<file path="src/common/tfb_pkg.sv">
// constants for the temperature fault and fan boost block
// assumes one 125 MHz clock domain and synchronous inputs
package tfb_pkg;
  localparam int TEMP_W = 8;
  localparam int NZONE = 4;
  localparam int NDIODE = 4;
  localparam int NTACH = 4;
  localparam int TACH_W = 16;
  localparam logic [7:0] TEMP_MASK_CODE = 8'h80;
  localparam logic [7:0] BOOST_LIM_RST_HI = 8'h3C;
  localparam logic [7:0] BOOST_LIM_RST_LO = 8'h23;
  localparam logic [7:0] FRAC9_HALF = 8'h80;
  localparam int FRAC12_POS = 4;
  localparam logic [3:0] FRAC12_ZERO = 4'h0;
  localparam int CLK_MHZ = 125;
  localparam int TIMEOUT_TICK_US = 1000;
  localparam int TIMEOUT_TICK_CYC = TIMEOUT_TICK_US * CLK_MHZ;
  localparam int TO_SEL_W = 4;
  typedef enum logic [1:0] {TFB_TB_IDLE, TFB_TB_ERR, TFB_TB_HOLD} tfb_tach_st_t;
endpackage

</file>
<file path="src/core/tfb_tach_boost.sv">
// one tachometer error boost channel with hold-off timer
// assumes synchronous inputs and a released reset copy
`timescale 1ns/1ps
module tfb_tach_boost #(
  parameter int TICK_CYC = tfb_pkg::TIMEOUT_TICK_CYC
) (
  input wire logic clk_sys,
  input wire logic rst_n,
  input wire logic err_evt,
  input wire logic enable,
  input wire logic [tfb_pkg::TO_SEL_W-1:0] timeout_ticks,
  output logic boost
);
  tfb_pkg::tfb_tach_st_t st_reg;
  logic [31:0] tick_cnt_reg;
  logic [tfb_pkg::TO_SEL_W-1:0] left_reg;
  logic tick;

  // refused at elaboration: a zero tick would never end a hold
  if (TICK_CYC < 1)
  begin : g_bad_tick
    $error("tick count must be at least one cycle");
  end

  assign tick = (tick_cnt_reg == 32'(TICK_CYC - 1));

  always_ff @(posedge clk_sys or negedge rst_n)
  begin
    if (!rst_n)
      tick_cnt_reg <= 32'h0000_0000;
    else if (st_reg != tfb_pkg::TFB_TB_HOLD || tick)
      tick_cnt_reg <= 32'h0000_0000;
    else
      tick_cnt_reg <= tick_cnt_reg + 32'h0000_0001;
  end

  always_ff @(posedge clk_sys or negedge rst_n)
  begin
    if (!rst_n)
    begin
      st_reg <= tfb_pkg::TFB_TB_IDLE;
      left_reg <= '0;
    end
    else if (!enable)
      st_reg <= tfb_pkg::TFB_TB_IDLE;
    else
    begin
      case (st_reg)
        tfb_pkg::TFB_TB_IDLE:
          if (err_evt)
            st_reg <= tfb_pkg::TFB_TB_ERR;
        tfb_pkg::TFB_TB_ERR:
          if (!err_evt)
          begin
            // full interval loaded only once the error ends
            left_reg <= timeout_ticks;
            st_reg <= (timeout_ticks == '0) ? tfb_pkg::TFB_TB_IDLE : tfb_pkg::TFB_TB_HOLD;
          end
        tfb_pkg::TFB_TB_HOLD:
          if (err_evt)
            st_reg <= tfb_pkg::TFB_TB_ERR;
          else if (tick)
          begin
            left_reg <= left_reg - 4'h1;
            if (left_reg == 4'h1)
              st_reg <= tfb_pkg::TFB_TB_IDLE;
          end
        default:
          st_reg <= tfb_pkg::TFB_TB_IDLE;
      endcase
    end
  end

  assign boost = enable && (err_evt || st_reg != tfb_pkg::TFB_TB_IDLE);
endmodule

</file>
<file path="src/core/tfb_top.sv">
// temperature encoding, diode fault flags and fan boost override
// assumes conversion strobes and limits come from surrounding register logic
`timescale 1ns/1ps
// Notes on behaviour
// - plain temperatures, limits and config temperatures are signed bytes, one degree per count
// - a limit of 80h masks its channel; no limit error raised
// - unfiltered extended result: whole degrees high byte, half degree in low bit 7
// - filtered extended result: sixteenths in low byte upper nibble, lower nibble zero
// - four-bit fan configuration fields are unsigned
// - each diode is checked for open or short before result update; sets status
// - faulted diode loads 80h into its result
// - any zone above its boost limit makes a temperature boost
// - temperature boost drives both fan outputs full on
// - zone boost holds until temperature at or below limit minus hysteresis
// - boost limits reset to 60 C for zones 1,2 and 35 C for 3,4
// - tach boost only when enabled and error unmasked
// - tach error exists while count exceeds its limit
// - tach boost drives bound output a, b or both to full duty
// - after tach error ends, boost holds for programmed timeout
// - error returning during timeout restarts a full interval after it ends
// - error flags kept in two mirrored status sets, cleared independently
module tfb_top #(
  parameter int TICK_CYC = tfb_pkg::TIMEOUT_TICK_CYC
) (
  input wire logic clk_sys,
  input wire logic rst_n,
  input wire logic [tfb_pkg::NDIODE-1:0] diode_conv_done,
  input wire logic [tfb_pkg::NDIODE-1:0] diode_open,
  input wire logic [tfb_pkg::NDIODE-1:0] diode_short,
  input wire logic [tfb_pkg::NDIODE*12-1:0] diode_raw_q4,
  input wire logic [tfb_pkg::NDIODE*12-1:0] diode_filt_q4,
  input wire logic [tfb_pkg::NDIODE*8-1:0] temp_limit,
  input wire logic [tfb_pkg::NZONE*8-1:0] zone_temp,
  input wire logic [tfb_pkg::NZONE-1:0] boost_limit_wr,
  input wire logic [7:0] boost_limit_wdata,
  input wire logic [3:0] boost_hyst,
  input wire logic [tfb_pkg::NTACH*tfb_pkg::TACH_W-1:0] tach_count,
  input wire logic [tfb_pkg::NTACH*tfb_pkg::TACH_W-1:0] tach_limit,
  input wire logic [tfb_pkg::NTACH-1:0] tach_err_mask,
  input wire logic tach_boost_en,
  input wire logic [3:0] tach_boost_timeout,
  input wire logic [tfb_pkg::NTACH-1:0] tach_bind_a,
  input wire logic [tfb_pkg::NTACH-1:0] tach_bind_b,
  input wire logic [7:0] duty_normal_a,
  input wire logic [7:0] duty_normal_b,
  input wire logic [tfb_pkg::NDIODE*3-1:0] status_clr_bmc,
  input wire logic [tfb_pkg::NDIODE*3-1:0] status_clr_host,
  output logic [tfb_pkg::NDIODE*8-1:0] temp_result,
  output logic [tfb_pkg::NDIODE*16-1:0] temp_ext9,
  output logic [tfb_pkg::NDIODE*16-1:0] temp_ext12,
  output logic [tfb_pkg::NDIODE*3-1:0] status_bmc,
  output logic [tfb_pkg::NDIODE*3-1:0] status_host,
  output logic [tfb_pkg::NZONE*8-1:0] boost_limit_q,
  output logic [tfb_pkg::NZONE-1:0] zone_boost_q,
  output logic [tfb_pkg::NTACH-1:0] tach_err_q,
  output logic [7:0] fan_drive_out_a,
  output logic [7:0] fan_drive_out_b
);
  logic rst_sync1_reg;
  logic rst_sync2_reg;
  logic rstn;
  logic [tfb_pkg::NZONE-1:0] zone_boost_reg;
  logic [tfb_pkg::NTACH-1:0] tach_err_reg;
  logic [tfb_pkg::NTACH-1:0] tach_boost;
  logic temp_boost;
  logic boost_a;
  logic boost_b;

  if (TICK_CYC < 1)
  begin : g_bad_tick
    $error("TICK_CYC must be positive");
  end

  always_ff @(posedge clk_sys or negedge rst_n)
  begin
    if (!rst_n)
    begin
      rst_sync1_reg <= 1'b0;
      rst_sync2_reg <= 1'b0;
    end
    else
    begin
      rst_sync1_reg <= 1'b1;
      rst_sync2_reg <= rst_sync1_reg;
    end
  end
  assign rstn = rst_sync2_reg;

  // per-diode result encoding and fault status; status bits: 0 open, 1 short, 2 limit
  genvar gi;
  generate
    for (gi = 0; gi < tfb_pkg::NDIODE; gi++)
    begin : g_diode
      logic [11:0] raw;
      logic [11:0] filt;
      logic [7:0] lim;
      logic fault;
      logic over;
      logic [2:0] evt;
      assign raw = diode_raw_q4[gi*12 +: 12];
      assign filt = diode_filt_q4[gi*12 +: 12];
      assign lim = temp_limit[gi*8 +: 8];
      assign fault = diode_open[gi] | diode_short[gi];
      // masked channel never flags a limit
      assign over = (lim != tfb_pkg::TEMP_MASK_CODE) && ($signed(raw[11:4]) > $signed(lim));
      assign evt = diode_conv_done[gi] ? {over & ~fault, diode_short[gi], diode_open[gi]} : 3'h0;

      always_ff @(posedge clk_sys or negedge rstn)
      begin
        if (!rstn)
        begin
          temp_result[gi*8 +: 8] <= 8'h00;
          temp_ext9[gi*16 +: 16] <= 16'h0000;
          temp_ext12[gi*16 +: 16] <= 16'h0000;
        end
        else if (diode_conv_done[gi])
        begin
          if (fault)
          begin
            temp_result[gi*8 +: 8] <= tfb_pkg::TEMP_MASK_CODE;
            temp_ext9[gi*16 +: 16] <= {tfb_pkg::TEMP_MASK_CODE, 8'h00};
            temp_ext12[gi*16 +: 16] <= {tfb_pkg::TEMP_MASK_CODE, 8'h00};
          end
          else
          begin
            temp_result[gi*8 +: 8] <= raw[11:4];
            // truncation toward minus infinity keeps the two's complement grid
            temp_ext9[gi*16 +: 16] <= {raw[11:4], raw[3] ? tfb_pkg::FRAC9_HALF : 8'h00};
            temp_ext12[gi*16 +: 16] <= {filt[11:4], filt[3:0], tfb_pkg::FRAC12_ZERO};
          end
        end
      end

      // set beats clear in each mirrored set
      always_ff @(posedge clk_sys or negedge rstn)
      begin
        if (!rstn)
        begin
          status_bmc[gi*3 +: 3] <= 3'h0;
          status_host[gi*3 +: 3] <= 3'h0;
        end
        else
        begin
          status_bmc[gi*3 +: 3] <= (status_bmc[gi*3 +: 3] & ~status_clr_bmc[gi*3 +: 3]) | evt;
          status_host[gi*3 +: 3] <= (status_host[gi*3 +: 3] & ~status_clr_host[gi*3 +: 3]) | evt;
        end
      end
    end
  endgenerate

  // zone boost with hysteresis
  generate
    for (gi = 0; gi < tfb_pkg::NZONE; gi++)
    begin : g_zone
      logic signed [9:0] t;
      logic signed [9:0] lim;
      logic signed [9:0] rel;
      assign t = 10'(signed'(zone_temp[gi*8 +: 8]));
      assign lim = 10'(signed'(boost_limit_q[gi*8 +: 8]));
      assign rel = lim - 10'(boost_hyst);

      always_ff @(posedge clk_sys or negedge rstn)
      begin
        if (!rstn)
          boost_limit_q[gi*8 +: 8] <= (gi < 2) ? tfb_pkg::BOOST_LIM_RST_HI : tfb_pkg::BOOST_LIM_RST_LO;
        else if (boost_limit_wr[gi])
          boost_limit_q[gi*8 +: 8] <= boost_limit_wdata;
      end

      always_ff @(posedge clk_sys or negedge rstn)
      begin
        if (!rstn)
          zone_boost_reg[gi] <= 1'b0;
        else if (t > lim)
          zone_boost_reg[gi] <= 1'b1;
        else if (t <= rel)
          zone_boost_reg[gi] <= 1'b0;
      end
    end
  endgenerate

  // tach error detection and per-tach boost channel
  generate
    for (gi = 0; gi < tfb_pkg::NTACH; gi++)
    begin : g_tach
      always_ff @(posedge clk_sys or negedge rstn)
      begin
        if (!rstn)
          tach_err_reg[gi] <= 1'b0;
        else
          tach_err_reg[gi] <= tach_count[gi*tfb_pkg::TACH_W +: tfb_pkg::TACH_W]
            > tach_limit[gi*tfb_pkg::TACH_W +: tfb_pkg::TACH_W];
      end

      tfb_tach_boost #(
        .TICK_CYC(TICK_CYC)
      ) u_tb (
        .clk_sys(clk_sys),
        .rst_n(rstn),
        .err_evt(tach_err_reg[gi] & ~tach_err_mask[gi]),
        .enable(tach_boost_en),
        .timeout_ticks(tach_boost_timeout),
        .boost(tach_boost[gi])
      );
    end
  endgenerate

  assign temp_boost = |zone_boost_reg;
  assign boost_a = temp_boost | (|(tach_boost & tach_bind_a));
  assign boost_b = temp_boost | (|(tach_boost & tach_bind_b));

  always_ff @(posedge clk_sys or negedge rstn)
  begin
    if (!rstn)
    begin
      fan_drive_out_a <= 8'h00;
      fan_drive_out_b <= 8'h00;
      zone_boost_q <= '0;
      tach_err_q <= '0;
    end
    else
    begin
      fan_drive_out_a <= boost_a ? 8'hFF : duty_normal_a;
      fan_drive_out_b <= boost_b ? 8'hFF : duty_normal_b;
      zone_boost_q <= zone_boost_reg;
      tach_err_q <= tach_err_reg;
    end
  end
endmodule

</file>
<file path="config.mk">
export PLATFORM = sky130hd
export DESIGN_NAME = tfb_top
export DESIGN_NICKNAME = d
export VERILOG_FILES = /design/src/common/tfb_pkg.sv /design/src/core/tfb_tach_boost.sv /design/src/core/tfb_top.sv
export SDC_FILE = /design/constraint.sdc
export NUM_CORES = 1
export LEC_CHECK = 0
export BUFFER_PORTS_ARGS = -buffer_cell sky130_fd_sc_hd__buf_2
export CORE_AREA = 2 2 240 242
export CTS_CLUSTER_DIAMETER = 100
export CTS_CLUSTER_SIZE = 8
export DETAILED_ROUTE_END_ITERATION = 10
export DIE_AREA = 0 0 242 244
export GPL_ROUTABILITY_DRIVEN = 0
export GPL_TIMING_DRIVEN = 1
export PLACE_DENSITY = 0.57
export SYNTH_ARGS = -nofsm -noshare
export SYNTH_HDL_FRONTEND = slang
export SYNTH_SLANG_ARGS = --single-unit
</file>
<file path="constraint.sdc">
create_clock -name clk_sys -period 12.81 [get_ports clk_sys]
set_input_delay 0.6405 -clock clk_sys [delete_from_list [all_inputs] [get_ports clk_sys]]
set_output_delay 0.6405 -clock clk_sys [all_outputs]
set_load 0.05 [all_outputs]
</file>
## Word-level counts from Yosys, hierarchy flattened

Cells that the tools add are included.

| word-level totals | value |
|---|---|
| bits of input ports | 375 |
| register bits | 402 |
| logic and storage cells | 301 |
| output and inout port bits | 240 |

| operators by class | value |
|---|---|
| $lt $le $gt $ge | 16 |
| equality and inequality tests | 52 |
| $add $sub $neg | 12 |
| reduce and logical (&&, ||, !) cells | 44 |
| muxes and demuxes | 79 |
| bitwise logic cells | 48 |

Operator list:

| kind | count |
|---|---|
| $add A32 B1 Y32 const B | 4 |
| $eq A32 B17 Y1 const B | 4 |
| $mux W16 | 8 |
| $mux W32 | 4 |
| $mux W8 | 10 |
| $gt A16 B16 Y1 | 4 |
| $gt A8 B8 Y1 | 8 |
| $mux W2 | 25 |
| $mux W4 | 12 |
| $le A8 B9 Y1 | 4 |
| $sub A8 B5 Y9 | 4 |
| $ne A4 B2 Y1 const B | 8 |
| $ne A8 B8 Y1 const B | 4 |
| $pmux W4 S2 | 4 |
| $and A3 B3 Y3 | 8 |
| $ne A2 B2 Y1 const B | 12 |
| $not A3 Y3 | 8 |
| $or A3 B3 Y3 | 8 |
| $pmux W2 S3 | 4 |
| $reduce_bool A2 Y1 | 12 |
| $reduce_and A5 Y1 | 4 |
| $eq A4 B1 Y1 const B | 4 |
| $reduce_and A4 Y1 | 4 |
| $sub A4 B1 Y4 const B | 4 |
| 16 further kinds | 80 |

## Logic depth before layout (Yosys ltp)

| depth | value |
|---|---|
| depth after elaboration | 8 |
| gate-level depth with buffers | 13 |
| mapped depth without buffers | 13 |

## Cells and area by module

From an unflattened synthesis, not the netlist that was laid out.

| second synthesis, totals | value |
|---|---|
| cells, all modules | 2,258 |
| area total of the unflattened synthesis | 20,204.4 um^2 |

By module, submodules not included:

| module | seq. area each (um^2) | times used | area an instance (um^2) | cells an instance |
|---|---|---|---|---|
| tfb_top | 4,371.7 | 1 | 11,767.5 | 1,346 |
| tfb_tach_boost (g_tach[0].u_tb ...) | 950.9 | 3 | 2,053.2 | 218 |
| tfb_tach_boost (g_tach[3].u_tb) | 950.9 | 1 | 2,277.2 | 258 |

## Worst setup path after synthesis

OpenSTA, ideal clock, no wires.

| timing | value |
|---|---|
| path type | reg2reg |
| start point | register boost_limit_q[16] (netlist bit) |
| end point | register zone_boost_reg[2] (netlist bit) |
| data arrival time | 2.852 ns |
| buffers on the path | 0 |
| period minus slack after synthesis | 2.995 ns |
| data required time | 12.667 ns |
| setup time | 0.143 ns |
| cell stages (with the launch flop) | 13 |
| setup slack | 9.815 ns |
| cells stage by stage | dfstp_2 > inv_1 > ha_1 > fa_1 > nor2b_1 > o21ai_0 > a31oi_1 > a21oi_1 > ha_1 > a21oi_1 > nand2_1 > a2111oi_0 > o221ai_1 |

| on the way | value |
|---|---|
| cells in the longest elaborated chain, start to end | 3 |
| elaborated cells between the ends (all ways) | 5 |
| those cells by class | 1 x add/sub; 2 x order compare; 1 x mux; 1 x reduce/logical |

RTL lines:

| item | line | RTL |
|---|---|---|
| from (decl) | tfb_top.sv:53 | `output logic [tfb_pkg::NZONE*8-1:0] boost_limit_q,` |
| from (signal, indexed assignment) | tfb_top.sv:165 | `boost_limit_q[gi*8 +: 8] <= (gi < 2) ? tfb_pkg::BOOST_LIM_RST_HI : tfb_pkg::BOOST_LIM_RST_LO;` |
| from (signal, indexed assignment) | tfb_top.sv:167 | `boost_limit_q[gi*8 +: 8] <= boost_limit_wdata;` |
| $sub A8 B5 Y9 | tfb_top.sv:160 | `assign rel = lim - 10'(boost_hyst);` |
| $le A8 B9 Y1 | tfb_top.sv:176 | `else if (t <= rel)` |
| $reduce_bool A2 Y1 (no source line) | - |  |
| to (signal, indexed assignment) | tfb_top.sv:173 | `zone_boost_reg[gi] <= 1'b0;` |
| to (signal, indexed assignment) | tfb_top.sv:175 | `zone_boost_reg[gi] <= 1'b1;` |
| to (signal, indexed assignment) | tfb_top.sv:177 | `zone_boost_reg[gi] <= 1'b0;` |
| to (decl) | tfb_top.sv:62 | `logic [tfb_pkg::NZONE-1:0] zone_boost_reg;` |

Parallel ways exist; a longest one is shown, timed or not.
A chain may end at the register's enable or synchronous reset.

## Worst setup path after layout

Same ends and word-level chain as after synthesis.

==> metrics.yaml <==
total_routing_usage_gr_pct: 19.68
globalRouteOverflowTotal: 0
antenna_violating_nets_post_route: 0
layout_min_cycle_time_ns: 3.110
cts_tree: "yes"
route.detailed.drc: 0
min_period_over_period_pct: 24.28
total_power_divided_by_cell_area_mw_per_mm2: 120.1
ff2ff_setup_slack_ns: 9.70
grt_pass1_wl_mm: 94.27
cp.arrival_ns: 3.53
critical_path.max_fanout: 4
cts.root.buffer_cell: "clkbuf_16"
finalSetupViolCount: 0
finish.instance_area_mm2: 0.02434
ratio_of_cells_with_drive_above_1_in_the_final_layout_pct: 23.10
die_area_mm2: 0.05905
largest_register_ff_count: 128
tritoncts_num_sinks: 326
netlist_area_mm2: 0.01992
outcome: "completed"
totalNegativeSetupSlack_ns: 0
cap_viol_max_count: 0
static-leakage-power_uw: 0.01150
number_of_antenna_violations_at_the_first_check_in_global_routing: 10
worstSetupEndpointType: "flop"
syn_to_final_growth_pct: 22.17
worst_reg2reg_path_length_in_cells: 12
initial_core_util_pct: 35.47
first_global_vias: 17820
hp-start: "status_clr_bmc[6]"
dr_total_vias: 17750
drt_iter0_drc: 987
slew_headroom_pct: 26.37
cts_hold_buf: 1
cp_data_required_time_ns: 13.23
synthTopCellsByCount: "312 x dfrtp_1, 267 x inv_1, 200 x nand2_1"
synth_cell_type_count: 65
finalNetCount: 3328
final.hold.worst_slack_ns: 0.2349
ir_worst_vdd_mv: 0.1025
pre_cts_slack_ns: 9.350
cts-resized-gates: 0
grt_setup_unrepaired: "false"
skew_ns: 0.03775
synth_area_leaders: "dfrtp_1 39%, ha_1 12%, inv_1 5.0%"
htree_levels: 2
finalWorstSetupSlack_ns: 9.700
core_area_mm2: 0.05617
synthesis.area_per_instance_um2: 8.897
clock_path_buffers: 3
worst_r2r_endpoint: "zone_boost_reg[2]"
postSynth.asyncResetShare_pct: 100.0
die_width_um: 242
yosysSeqAreaShare_pct: 41.04
syn-instance-count: 2239
io_buffers: 558
timing.setup.critical_path_class: "reg -> reg"
min_path_type: "in -> reg"
yosys_register_bits: 326
reg2reg_from: "boost_limit_q[16]"
crit_end: "zone_boost_reg[2]"
rows: 87
placement.cell_area_mm2: 0.02307
total_power_uw: 2924
hpwl_mm: 46.07
ys_warn_count: 0
critPathLaunchType: "flop"
clock.fmax_mhz: 321.6
maximum_number_of_pins_on_one_net_before_global_route_repair: 158
cts_buffers: 46
final-hold-violation-count: 0
boundaryPins: 615
route.detailed.vias_per_inst: 5.029
worst_pin_slew_ns: 1.102
detailedRoute.firstPassIterationCount: 5
synthMostInstantiatedCell: "dfrtp_1"
wl_mm: 59.73
crit_start: "boost_limit_q[16]"
die_height_um: 244
synth_top_area_share_pct: 39.19
synth_area_leader_cell: "dfrtp_1"
avgRoutedWirePerCell_um: 16.93
worst_setup_hold_path_clk_slew_ns: 0.05
worst_skew_pair.late_latency_ns: 0.58
cts_post_setup_buffers_inserted: 0
final_max_slew_viol_count: 0
synth_enable_flop_cells: 0
ys_dominant_reg_cell: "dfrtp_1"
## report_power, final
group	total, uW	switching [uW]	internal [uW]
clock network	1110	465	647
logic	659	446	213
registers	1150	59.2	1090
## worst min path at each step
stage | endpoint | depth (start not counted)
4_1_cts | status_bmc[6] | 2
5_1_grt | status_bmc[6] | 2
3_5_place_dp | rst_sync2_reg | 0
3_3_place_gp | rst_sync2_reg | 0
2_1_floorplan | rst_sync2_reg | 0
6_report | status_bmc[6] | 2
## logic make-up after synthesis
logic type      share of synthesized area, %
compound gates                         10.72
xor+xnor                               6.067
fa+ha+maj                              12.46
buf+inv                                9.114
flops                                  41.04
mux                                   0.1570
other cells                          0.03770
simple gates                           20.40
## layout by cell type, fill, tap and decap left out, drive strengths merged, types with 45 or more instances in the layout
cell,instances
nand4,88
dfrtp,312
xor2,61
clkbuf,58
ha,192
a21oi,87
nor4,58
inv,268
nor2,188
nand2,200
buf,562
conb,45
xnor2,77
nand3,84
o21ai,158
## per-stage QoR
step | util (%) | std cells
floorplan | - | 2282
global placement | 41.07 | 3464
detailed placement | 41.07 | 3464
CTS | 43.31 | 3526
global route | 43.32 | 3528
finish | 43.33 | 3529
## per-layer routing
metal	part of all wire, %	GRT usage (%)	vias to the layer above
li1	-	-	8628
met1	44	25.49	8482
met2	48	32.93	514
met3	5.6	3.644	112
met4	3.0	6.954	12
met5	0.12	0	-
## final cells by class
cell class              count  area, um^2
clock buffers              58        1196
fillers                  5757       31830
flip-flops and latches    326        8179
inverters                 267        1002
clock inverters             3       55.05
repair buffers            563        2845
multi-input cells        1553       10100
well taps                 756       945.9
diodes                      3       7.507
## critical path, cell delays in order (launching register included)
cell	delay, ns
dfstp_2	0.56
inv_1	0.06
ha_1	0.21
fa_1	0.41
nor2b_1	0.14
o21ai_0	0.16
a31oi_1	0.20
a21oi_1	0.06
ha_1	0.33
a21oi_1	0.16
nand2_1	0.07
a2111oi_0	0.41
o221ai_1	0.18
Note: power is estimated with default switching activity, not from simulation.
